==> config.mk <==
export PLATFORM = sky130hd
export DESIGN_NAME = dual_wiper_serial_slave
export DESIGN_NICKNAME = d
export VERILOG_FILES = /design/src/pot_pkg.sv /design/src/dual_wiper_serial_slave.sv /design/src/pin_sync.sv
export SDC_FILE = /design/constraint.sdc
export NUM_CORES = 1
export LEC_CHECK = 0
export BUFFER_PORTS_ARGS = -buffer_cell sky130_fd_sc_hd__buf_4
export CAP_MARGIN = 20
export CORE_MARGIN = 5
export CORE_UTILIZATION = 30
export CTS_CLUSTER_DIAMETER = 100
export DETAILED_ROUTE_END_ITERATION = 10
export PLACE_DENSITY = 0.52
export RECOVER_POWER = 50
export REMOVE_ABC_BUFFERS = 1
export SLEW_MARGIN = 0
export SYNTH_ARGS = -nofsm -noshare
export SYNTH_HDL_FRONTEND = slang
export SYNTH_SLANG_ARGS = --single-unit
==> constraint.sdc <==
create_clock -name clk -period 2.45 [get_ports clk]
set_input_delay 0.245 -clock clk [delete_from_list [all_inputs] [get_ports clk]]
set_output_delay 0.245 -clock clk [all_outputs]
set_load 0.05 [all_outputs]
==> src/pot_pkg.sv <==
/*
  Shared constants and types for the dual wiper two-wire slave.
  Assumes a 25 MHz system clock and a bus clock far slower than it.
*/
package pot_pkg;

  // ***********************************************************
  // clock and timing
  // ***********************************************************
  localparam int CLK_MHZ             = 25;
  localparam int NV_WRITE_US         = 5000;   // nonvolatile write, us
  localparam int NV_WRITE_CYCLES_DFLT = NV_WRITE_US * CLK_MHZ;
  localparam int NV_CNT_W            = 17;

  // ***********************************************************
  // frame layout
  // ***********************************************************
  localparam logic [3:0] DEVICE_TYPE_ID = 4'hA;  // arbitrary value
  localparam int         ID_LSB         = 4;
  localparam int         OP_LSB         = 4;
  localparam int         PTR_LSB        = 2;
  localparam int         CH_BIT         = 0;
  localparam logic [3:0] BYTE_BITS      = 4'h8;
  localparam logic [3:0] MASTER_ACK_BIT = 4'h9;

  // instruction opcodes
  localparam logic [3:0] OP_RD_WIPER = 4'h9;
  localparam logic [3:0] OP_WR_WIPER = 4'hA;
  localparam logic [3:0] OP_RD_SAVED = 4'hB;
  localparam logic [3:0] OP_WR_SAVED = 4'hC;

  // ***********************************************************
  // storage and reset values
  // ***********************************************************
  localparam int         NUM_CH      = 2;
  localparam int         NUM_SAVED   = 4;
  localparam int         TAP_W       = 8;
  localparam logic [7:0] SAVED_RESET = 8'h80;
  localparam int         SYNC_W      = 7;
  localparam logic [6:0] SYNC_RESET  = 7'h7F;

  typedef enum logic [2:0] {
    ST_RECALL,
    ST_IDLE,
    ST_ADDR,
    ST_INSTR,
    ST_WDATA,
    ST_RDATA,
    ST_WAIT_STOP
  } slave_st_e;

endpackage : pot_pkg

==> src/dual_wiper_serial_slave.sv <==
/*
  Two-wire serial slave for a dual wiper potentiometer: framing, acks,
  wiper and saved-position storage, nonvolatile write busy window.
  Assumes an external master drives the bus clock, a pull-up on data,
  and a bus clock well below a quarter of clk.
*/
`timescale 1ns/1ps
module dual_wiper_serial_slave
  import pot_pkg::*;
#(
  parameter int NV_WRITE_CYCLES = pot_pkg::NV_WRITE_CYCLES_DFLT
)
(
  input  wire logic                clk,
  input  wire logic                nrst,
  input  wire logic                scl,
  input  wire logic                sda_in,
  input  wire logic [3:0]          addr_select_pins,
  input  wire logic                wp_n,
  output logic                     sda_out,
  output logic                     sda_oe,
  output logic [pot_pkg::TAP_W-1:0] wiper_pos0,
  output logic [pot_pkg::TAP_W-1:0] wiper_pos1,
  output logic                     nv_busy
);
  import pot_pkg::*;

  // ***********************************************************
  // state
  // ***********************************************************
  typedef struct packed {
    slave_st_e                              st;
    logic                                   in_ack;
    logic [3:0]                             cnt;
    logic [7:0]                             shreg;
    logic [7:0]                             tx;
    logic [3:0]                             op;
    logic [1:0]                             ptr;
    logic                                   ch;
    logic                                   oe;
    logic                                   drv;
    logic [NUM_CH-1:0][TAP_W-1:0]           wiper;
    logic [NUM_CH-1:0][NUM_SAVED-1:0][TAP_W-1:0] saved;
    logic                                   nv_pend;
    logic [7:0]                             pend_data;
    logic                                   busy;
    logic [NV_CNT_W-1:0]                    busy_cnt;
    logic                                   scl_q;
    logic                                   sda_q;
  } slave_s;

  slave_s s_ff;
  slave_s nxt_s;

  logic [SYNC_W-1:0] pins_s;
  logic              scl_s;
  logic              sda_s;
  logic              wp_s;
  logic [3:0]        addr_s;
  logic              scl_rise;
  logic              scl_fall;
  logic              start_ev;
  logic              stop_ev;

  // ***********************************************************
  // pin synchronisation and bus events
  // ***********************************************************
  pin_sync u_sync (
    .clk  (clk),
    .nrst (nrst),
    .d    ({scl, sda_in, wp_n, addr_select_pins}),
    .q    (pins_s)
  );

  // edges are found on the synchronised copies only
  assign scl_s    = pins_s[6];
  assign sda_s    = pins_s[5];
  assign wp_s     = pins_s[4];
  assign addr_s   = pins_s[3:0];
  assign scl_rise = scl_s & ~s_ff.scl_q;
  assign scl_fall = ~scl_s & s_ff.scl_q;
  assign start_ev = scl_s & s_ff.scl_q & s_ff.sda_q & ~sda_s;
  assign stop_ev  = scl_s & s_ff.scl_q & ~s_ff.sda_q & sda_s;

  // value returned for a read instruction
  function automatic logic [7:0] read_value(input slave_s s);
    if (s.op == OP_RD_WIPER) begin
      read_value = s.wiper[s.ch];
    end else begin
      read_value = s.saved[s.ch][s.ptr];
    end
  endfunction : read_value

  // ***********************************************************
  // next-state logic
  // ***********************************************************
  // bus events take priority over bit handling; a start aborts any
  // pending nonvolatile write that was not closed by a stop
  always_comb begin
    nxt_s       = s_ff;
    nxt_s.scl_q = scl_s;
    nxt_s.sda_q = sda_s;
    nxt_s.drv   = 1'b0;
    if (s_ff.busy) begin
      nxt_s.busy_cnt = s_ff.busy_cnt - 1'b1;
      if (s_ff.busy_cnt == NV_CNT_W'(1)) begin
        nxt_s.busy                     = 1'b0;
        nxt_s.saved[s_ff.ch][s_ff.ptr] = s_ff.pend_data;
      end
    end
    if (s_ff.st == ST_RECALL) begin
      for (int c = 0; c < NUM_CH; c++) begin
        nxt_s.wiper[c] = s_ff.saved[c][0];
      end
      nxt_s.st = ST_IDLE;
    end else if (start_ev) begin
      nxt_s.st      = ST_ADDR;
      nxt_s.cnt     = 4'h0;
      nxt_s.in_ack  = 1'b0;
      nxt_s.oe      = 1'b0;
      nxt_s.nv_pend = 1'b0;
    end else if (stop_ev) begin
      nxt_s.st     = ST_IDLE;
      nxt_s.oe     = 1'b0;
      nxt_s.in_ack = 1'b0;
      if (s_ff.nv_pend) begin
        nxt_s.nv_pend  = 1'b0;
        nxt_s.busy     = 1'b1;
        nxt_s.busy_cnt = NV_CNT_W'(NV_WRITE_CYCLES);
      end
    end else if (s_ff.in_ack) begin
      // end of our ack slot; a read drives its first bit here
      if (scl_fall) begin
        nxt_s.in_ack = 1'b0;
        nxt_s.cnt    = 4'h0;
        nxt_s.oe     = 1'b0;
        if (s_ff.st == ST_RDATA) begin
          nxt_s.oe  = ~s_ff.tx[7];
          nxt_s.tx  = {s_ff.tx[6:0], 1'b0};
          nxt_s.cnt = 4'h1;
        end
      end
    end else if (s_ff.st == ST_RDATA) begin
      if (scl_fall && s_ff.cnt < BYTE_BITS) begin
        nxt_s.oe  = ~s_ff.tx[7];
        nxt_s.tx  = {s_ff.tx[6:0], 1'b0};
        nxt_s.cnt = s_ff.cnt + 4'h1;
      end else if (scl_fall && s_ff.cnt == BYTE_BITS) begin
        nxt_s.oe  = 1'b0;
        nxt_s.cnt = MASTER_ACK_BIT;
      end else if (scl_rise && s_ff.cnt == MASTER_ACK_BIT) begin
        if (sda_s) begin
          nxt_s.st = ST_WAIT_STOP;
        end else begin
          nxt_s.tx  = read_value(s_ff);
          nxt_s.cnt = 4'h0;
        end
      end
    end else if (s_ff.st == ST_ADDR || s_ff.st == ST_INSTR ||
                 s_ff.st == ST_WDATA) begin
      if (scl_rise && s_ff.cnt < BYTE_BITS) begin
        nxt_s.shreg = {s_ff.shreg[6:0], sda_s};
        nxt_s.cnt   = s_ff.cnt + 4'h1;
      end else if (scl_fall && s_ff.cnt == BYTE_BITS) begin
        // default answer is no ack and drop out until next start
        nxt_s.st = ST_WAIT_STOP;
        unique case (s_ff.st)
          ST_ADDR: begin
            if (s_ff.shreg[7:ID_LSB] == DEVICE_TYPE_ID &&
                s_ff.shreg[3:0] == addr_s && !s_ff.busy) begin
              nxt_s.st     = ST_INSTR;
              nxt_s.in_ack = 1'b1;
              nxt_s.oe     = 1'b1;
            end
          end
          ST_INSTR: begin
            nxt_s.op  = s_ff.shreg[7:OP_LSB];
            nxt_s.ptr = s_ff.shreg[PTR_LSB+1:PTR_LSB];
            nxt_s.ch  = s_ff.shreg[CH_BIT];
            if (s_ff.shreg[7:OP_LSB] == OP_RD_WIPER ||
                s_ff.shreg[7:OP_LSB] == OP_RD_SAVED) begin
              nxt_s.st     = ST_RDATA;
              nxt_s.tx     = read_value(nxt_s);
              nxt_s.in_ack = 1'b1;
              nxt_s.oe     = 1'b1;
            end else if (s_ff.shreg[7:OP_LSB] == OP_WR_WIPER ||
                         s_ff.shreg[7:OP_LSB] == OP_WR_SAVED) begin
              nxt_s.st     = ST_WDATA;
              nxt_s.in_ack = 1'b1;
              nxt_s.oe     = 1'b1;
            end
          end
          ST_WDATA: begin
            if (s_ff.op == OP_WR_WIPER) begin
              nxt_s.wiper[s_ff.ch] = s_ff.shreg;
              nxt_s.in_ack         = 1'b1;
              nxt_s.oe             = 1'b1;
            end else if (wp_s) begin
              nxt_s.pend_data = s_ff.shreg;
              nxt_s.nv_pend   = 1'b1;
              nxt_s.in_ack    = 1'b1;
              nxt_s.oe        = 1'b1;
            end
          end
          default: begin
            nxt_s.st = ST_WAIT_STOP;
          end
        endcase
      end
    end
  end

  // ***********************************************************
  // registers
  // ***********************************************************
  // saved registers come up at a fixed value; real retention is
  // outside the scope of this logic
  always_ff @(posedge clk) begin
    if (!nrst) begin
      s_ff       <= '0;
      s_ff.st    <= ST_RECALL;
      s_ff.saved <= {(NUM_CH*NUM_SAVED){SAVED_RESET}};
      s_ff.scl_q <= 1'b1;
      s_ff.sda_q <= 1'b1;
    end else begin
      s_ff <= nxt_s;
    end
  end

  assign sda_out    = s_ff.drv;
  assign sda_oe     = s_ff.oe;
  assign wiper_pos0 = s_ff.wiper[0];
  assign wiper_pos1 = s_ff.wiper[1];
  assign nv_busy    = s_ff.busy;

  // ***********************************************************
  // checks
  // ***********************************************************
  a_sample_rise: assert property (@(posedge clk) disable iff (!nrst)
    $changed(s_ff.shreg) |-> $past(scl_rise))
    else $error("shift register moved without a bus clock rise");

  a_drive_fall: assert property (@(posedge clk) disable iff (!nrst)
    $changed(sda_oe) |-> $past(scl_fall || start_ev || stop_ev))
    else $error("data output changed off a falling edge");

  a_open_drain: assert property (@(posedge clk) disable iff (!nrst)
    sda_out == 1'b0)
    else $error("data output would drive high");

  a_addr_match: assert property (@(posedge clk) disable iff (!nrst)
    ($past(s_ff.st) == ST_ADDR && s_ff.st == ST_INSTR)
      |-> $past(s_ff.shreg[3:0] == addr_s))
    else $error("accepted an address that does not match");

  a_power_recall: assert property (@(posedge clk) disable iff (!nrst)
    s_ff.st == ST_RECALL |=> wiper_pos0 == $past(s_ff.saved[0][0]) &&
      wiper_pos1 == $past(s_ff.saved[1][0]) && s_ff.st == ST_IDLE)
    else $error("power-up recall did not load the wipers");

  a_wp_refuse: assert property (@(posedge clk) disable iff (!nrst)
    ($past(s_ff.st) == ST_WDATA && s_ff.st == ST_WAIT_STOP &&
     !$past(wp_s) && $past(s_ff.op) == OP_WR_SAVED)
      |-> !s_ff.nv_pend && !sda_oe)
    else $error("saved write taken while write protect low");

  a_instr_ack: assert property (@(posedge clk) disable iff (!nrst)
    ($past(s_ff.st) == ST_ADDR && s_ff.st == ST_INSTR)
      |-> sda_oe && s_ff.in_ack)
    else $error("matching address was not acknowledged");

  a_busy_nack: assert property (@(posedge clk) disable iff (!nrst)
    (s_ff.st == ST_ADDR && nv_busy && scl_fall &&
     s_ff.cnt == BYTE_BITS && !s_ff.in_ack)
      |=> !sda_oe && s_ff.st == ST_WAIT_STOP)
    else $error("address acked during nonvolatile write");

  a_busy_window: assert property (@(posedge clk) disable iff (!nrst)
    $rose(nv_busy) |-> nv_busy [*8])
    else $error("nonvolatile busy window ended too soon");

  a_mismatch_quiet: assert property (@(posedge clk) disable iff (!nrst)
    ($past(s_ff.st) == ST_ADDR && s_ff.st == ST_WAIT_STOP)
      |-> !sda_oe ##1 !sda_oe)
    else $error("device drove the bus after an address mismatch");

  a_wiper_volatile: assert property (@(posedge clk) disable iff (!nrst)
    ($changed(s_ff.wiper) && $past(s_ff.st) == ST_WDATA)
      |-> !s_ff.nv_pend && !nv_busy)
    else $error("wiper write started a nonvolatile cycle");

endmodule : dual_wiper_serial_slave

==> src/pin_sync.sv <==
/*
  Two-flop synchroniser for the bus pins, the write protect pin and
  the address select straps. Assumes the pins are asynchronous to clk.
*/
`timescale 1ns/1ps
module pin_sync
  import pot_pkg::*;
(
  input  wire logic              clk,
  input  wire logic              nrst,
  input  wire logic [SYNC_W-1:0] d,
  output logic      [SYNC_W-1:0] q
);

  typedef struct packed {
    logic [SYNC_W-1:0] meta;
    logic [SYNC_W-1:0] sync;
  } sync_s;

  sync_s s_ff;
  sync_s nxt_s;

  // first stage feeds only the second stage
  always_comb begin
    nxt_s      = s_ff;
    nxt_s.meta = d;
    nxt_s.sync = s_ff.meta;
  end

  // idle-high reset so no false start is seen after release
  always_ff @(posedge clk) begin
    if (!nrst) begin
      s_ff <= {SYNC_RESET, SYNC_RESET};
    end else begin
      s_ff <= nxt_s;
    end
  end

  assign q = s_ff.sync;

endmodule : pin_sync

==> flow_metrics.tcl <==
set metrics [dict create \
    status "finished with violations" \
    violations "setup timing" \
    syn_to_final_growth_pct 29.5 \
    synth_cells 975 \
    clockBufferDepth 2 \
    diodes 0 \
    min-delay-start "nrst" \
    p_leak_nw 3.93 \
    place_inst 1434 \
    dp_hpwl_um 18700 \
    crit_required_ns 2.80 \
    hold_viol 0 \
    p_clk_frac 0.476 \
    pre_cts_ws_ns -0.260 \
    cp-start-kind "register" \
    fillers 2812 \
    grt_pass1_vias 7676 \
    clock_latency_ns 0.43 \
    hold_path_end "s_ff[84]" \
    rrSetupSlack_ns -0.05 \
    grt_pass1_wl_um 42900 \
    holdPathStages 2 \
    coreArea_um2 27700 \
    drt-total-wl_um 26700 \
    synth.top_cells.by_area "dfxtp_1, mux2i_1, nor2_1, mux4_2, a21oi_1" \
    portBuffers 26 \
    synth-edff-count 0 \
    synth_ff_type "dfxtp_1" \
    fmax_mhz 400 \
    worst_pin_slew_ns 0.833 \
    post-route-drc-count 0 \
    peakVddDrop_v 0.000416 \
    rr_endpoint "s_ff[124]" \
    end_kind "register" \
    design.die.area_um2 31300 \
    r2r_cells 11 \
    io_pins 28 \
    ys_seq_area_frac 0.371 \
    antenna_found_initial 0 \
    grt_max_degree 108 \
    critPathMaxFanout 3 \
    die_h_um 177 \
    fin_cells 1490 \
    cts_sinks 155 \
    fin_hold_ws_ns 0.179 \
    clk_pin_slew_ns 0.07 \
    ys_warn_count 0 \
    path_cells "inv_2 -> ha_4 -> nor4b_4 -> buf_4 -> nand3_4 -> buf_6 -> or3_4 -> mux2i_2 -> mux4_2 -> or2_1 -> a41oi_2" \
    hold_class "input pin to register" \
    crit_buf_inv 3 \
    synthDistinctLibCells 75 \
    r2r_start "s_ff[3]" \
    maxCapViolations 0 \
    yosysTopAreaCell "dfxtp_1" \
    syn-cell-area_um2 8370 \
    seq_power_share 0.456 \
    track_usage 0.172 \
    drive_gt1_frac 0.259 \
    setup_slack_ns -0.0478 \
    grt.overflow.total 0 \
    avgSynthCellArea_um2 8.59 \
    drtPass1Iterations 6 \
    rows 61 \
    p_switching_mw 1.52 \
    post-route-min-period_ns 2.50 \
    rsz0062_at_grt "yes" \
    setup_tns_ns -0.0478 \
    critPathMaxStageDelay_ns 0.47 \
    async_reset_ff_frac 0 \
    pwr-share-comb 0.068 \
    cts_made_buffers 17 \
    finClkSkew_ns 0.0154 \
    finalSetupViolCount 1 \
    path_class "register to register" \
    internal_power_mw 4.13 \
    wl_per_cell_um 17.9 \
    fin_crit_sh 1.02 \
    synth_top_area_share 0.371 \
    via_per_inst 5.13 \
    initial_utilization 0.302 \
    cpMaxStageDelayCell "mux4_2" \
    place_congestion 0.887 \
    die_x_um 177 \
    clock-root-buffer "clkbuf_16" \
    relSlewSlack 0.444 \
    layout.nets 1113 \
    cts-htree-levels 4 \
    slew_viol_final 0 \
    power_density_nw_per_um2 522 \
    drt_iter0_drc 574 \
    switching_share 0.269 \
    worst_ep_arrival_time_ns 2.85 \
    path_delay_family "simple AND/OR/NAND/NOR gates" \
    cts_tree "yes" \
    final_util 0.391 \
    ys_seq_elements 155 \
    drtAntennaViolNets 0 \
    vias 7637 \
]
-- worst reg2reg max path, stage by stage, from the launching register on --
cell and delay, ns:
dfxtp_2 0.32, inv_2 0.07, ha_4 0.12, nor4b_4 0.18, buf_4 0.16, nand3_4 0.07, buf_6 0.14, or3_4 0.37
mux2i_2 0.16, mux4_2 0.47, or2_1 0.23, a41oi_2 0.13
-- layer usage --
| metal | global-route usage | vias up | share of wire |
|---|---|---|---|
| met5 | 0 | - | 0 |
| li1 | - | 3734 | - |
| met4 | 0.0583 | 0 | 0.023 |
| met2 | 0.279 | 162 | 0.47 |
| met3 | 0.0246 | 40 | 0.036 |
| met1 | 0.236 | 3701 | 0.47 |
-- cell usage in the layout, fill, tap and decap left out, types with 5 or more instances in the layout --
cell / instances
nor4_4: 6
a21oi_1: 73
buf_12: 7
nand2_1: 70
a211oi_1: 13
dlygate4sd3_1: 7
dfxtp_1: 150
nand2b_1: 26
xor2_1: 10
and3_1: 15
o211ai_1: 13
nand3_1: 15
nand3b_1: 5
o22ai_1: 7
nand4_1: 5
o21ai_1: 5
xnor2_1: 9
or3_1: 11
o21ai_0: 23
buf_6: 7
mux2i_2: 5
buf_4: 158
o2111ai_1: 5
nor3_1: 29
dfxtp_2: 5
nor4_1: 8
mux4_2: 20
nor2_1: 143
clkbuf_1: 22
or4_1: 5
mux2i_1: 82
clkbuf_16: 17
inv_1: 13
-- synth_stat cells, drive strengths merged (5+ instances only) --
cell and count:
nor3 33, nor3b 5, nand3b 5, nand2b 26, mux4 20, inv 15
dfxtp 155, xor2 10, o2111ai 5, or3 12, o22ai 7, o211ai 13
mux2i 90, o31ai 5, a211oi 13, a21oi 74, o21ai 28, and3 15
ha 5, nand4 5, nor4 16, nand3 16, clkbuf 60, or4 7
nand2 71, xnor2 9, buf 38, nor2 144
-- registers in the layout, summed over array words and instances (netlist names) --
| register | flops |
|---|---|
| sda_oe | 1 |
| u_sync.q | 7 |
| nv_busy | 1 |
| s_ff | 123 |
| u_sync.nxt_s | 7 |
| wiper_pos1 | 8 |
| wiper_pos0 | 8 |
-- power groups by stage --
| stage | registers [mW] | clock network (mW) | logic [mW] |
|---|---|---|---|
| final | 2.58 | 2.69 | 0.384 |
| after detailed placement | 2.64 | 0 | 0.388 |
| after global routing | 2.58 | 2.85 | 0.418 |
| after CTS | 2.58 | 2.75 | 0.397 |
| after global placement | 2.64 | 0 | 0.386 |
| after floorplan | 2.69 | 0 | 0.140 |
-- metrics by stage --
| step | instance area, um^2 | power, mW |
|---|---|---|
| after floorplan | 7910 | 2.83 |
| after global placement | 9870 | 3.03 |
| after detailed placement | 9870 | 3.03 |
| after CTS | 10700 | 5.73 |
| after global routing | 10800 | 5.85 |
| final | 10800 | 5.65 |
-- cells by family after synthesis --
logic type               count (synthesis)  share of synthesized area
AO/OA/AOI/OAI                          190                      0.148
multiplexers                           114                      0.167
AND/OR/NAND/NOR                        378                      0.225
adder cells (fa/ha/maj)                  5                    0.00747
XOR/XNOR                                19                     0.0199
other                                    1                   0.000448
buffers and inverters                  113                     0.0616
flip-flops                             155                      0.371
-- how the worst max path moves through the flow --
stage	startpoint	endpoint	slack [ns]	cells past startpoint
floorplan	s_ff[3]	s_ff[121]	-1.05	9
global placement	s_ff[3]	s_ff[124]	-0.25	11
detailed placement	s_ff[3]	s_ff[124]	-0.26	11
CTS	s_ff[3]	s_ff[124]	-0.03	11
global route	s_ff[3]	s_ff[123]	-0.14	14
finish	s_ff[3]	s_ff[124]	-0.05	11
-- repair_timing --
item / in CTS / in global routing
pin swaps: 7 / 10
buffers inserted: 5 / 12
cloned: 0 / 0
endpoints found under the setup margin: 9 / 15
hold endpoints to repair: 7 / 0
hold buffers: 7 / 0
gates resized for setup: 15 / 45
-- layout make-up --
class	instances	area (um^2)	area share
Sequential cell	155	3110	0.287
Inverter	15	57.6	0.00531
Tap cell	378	473	0.0436
Multi-Input combinational cell	707	5020	0.463
Clock inverter	15	178	0.0164
Timing Repair Buffer	203	1580	0.146
Clock buffer	17	425	0.0392
Note: power is estimated with default switching activity, not from simulation.
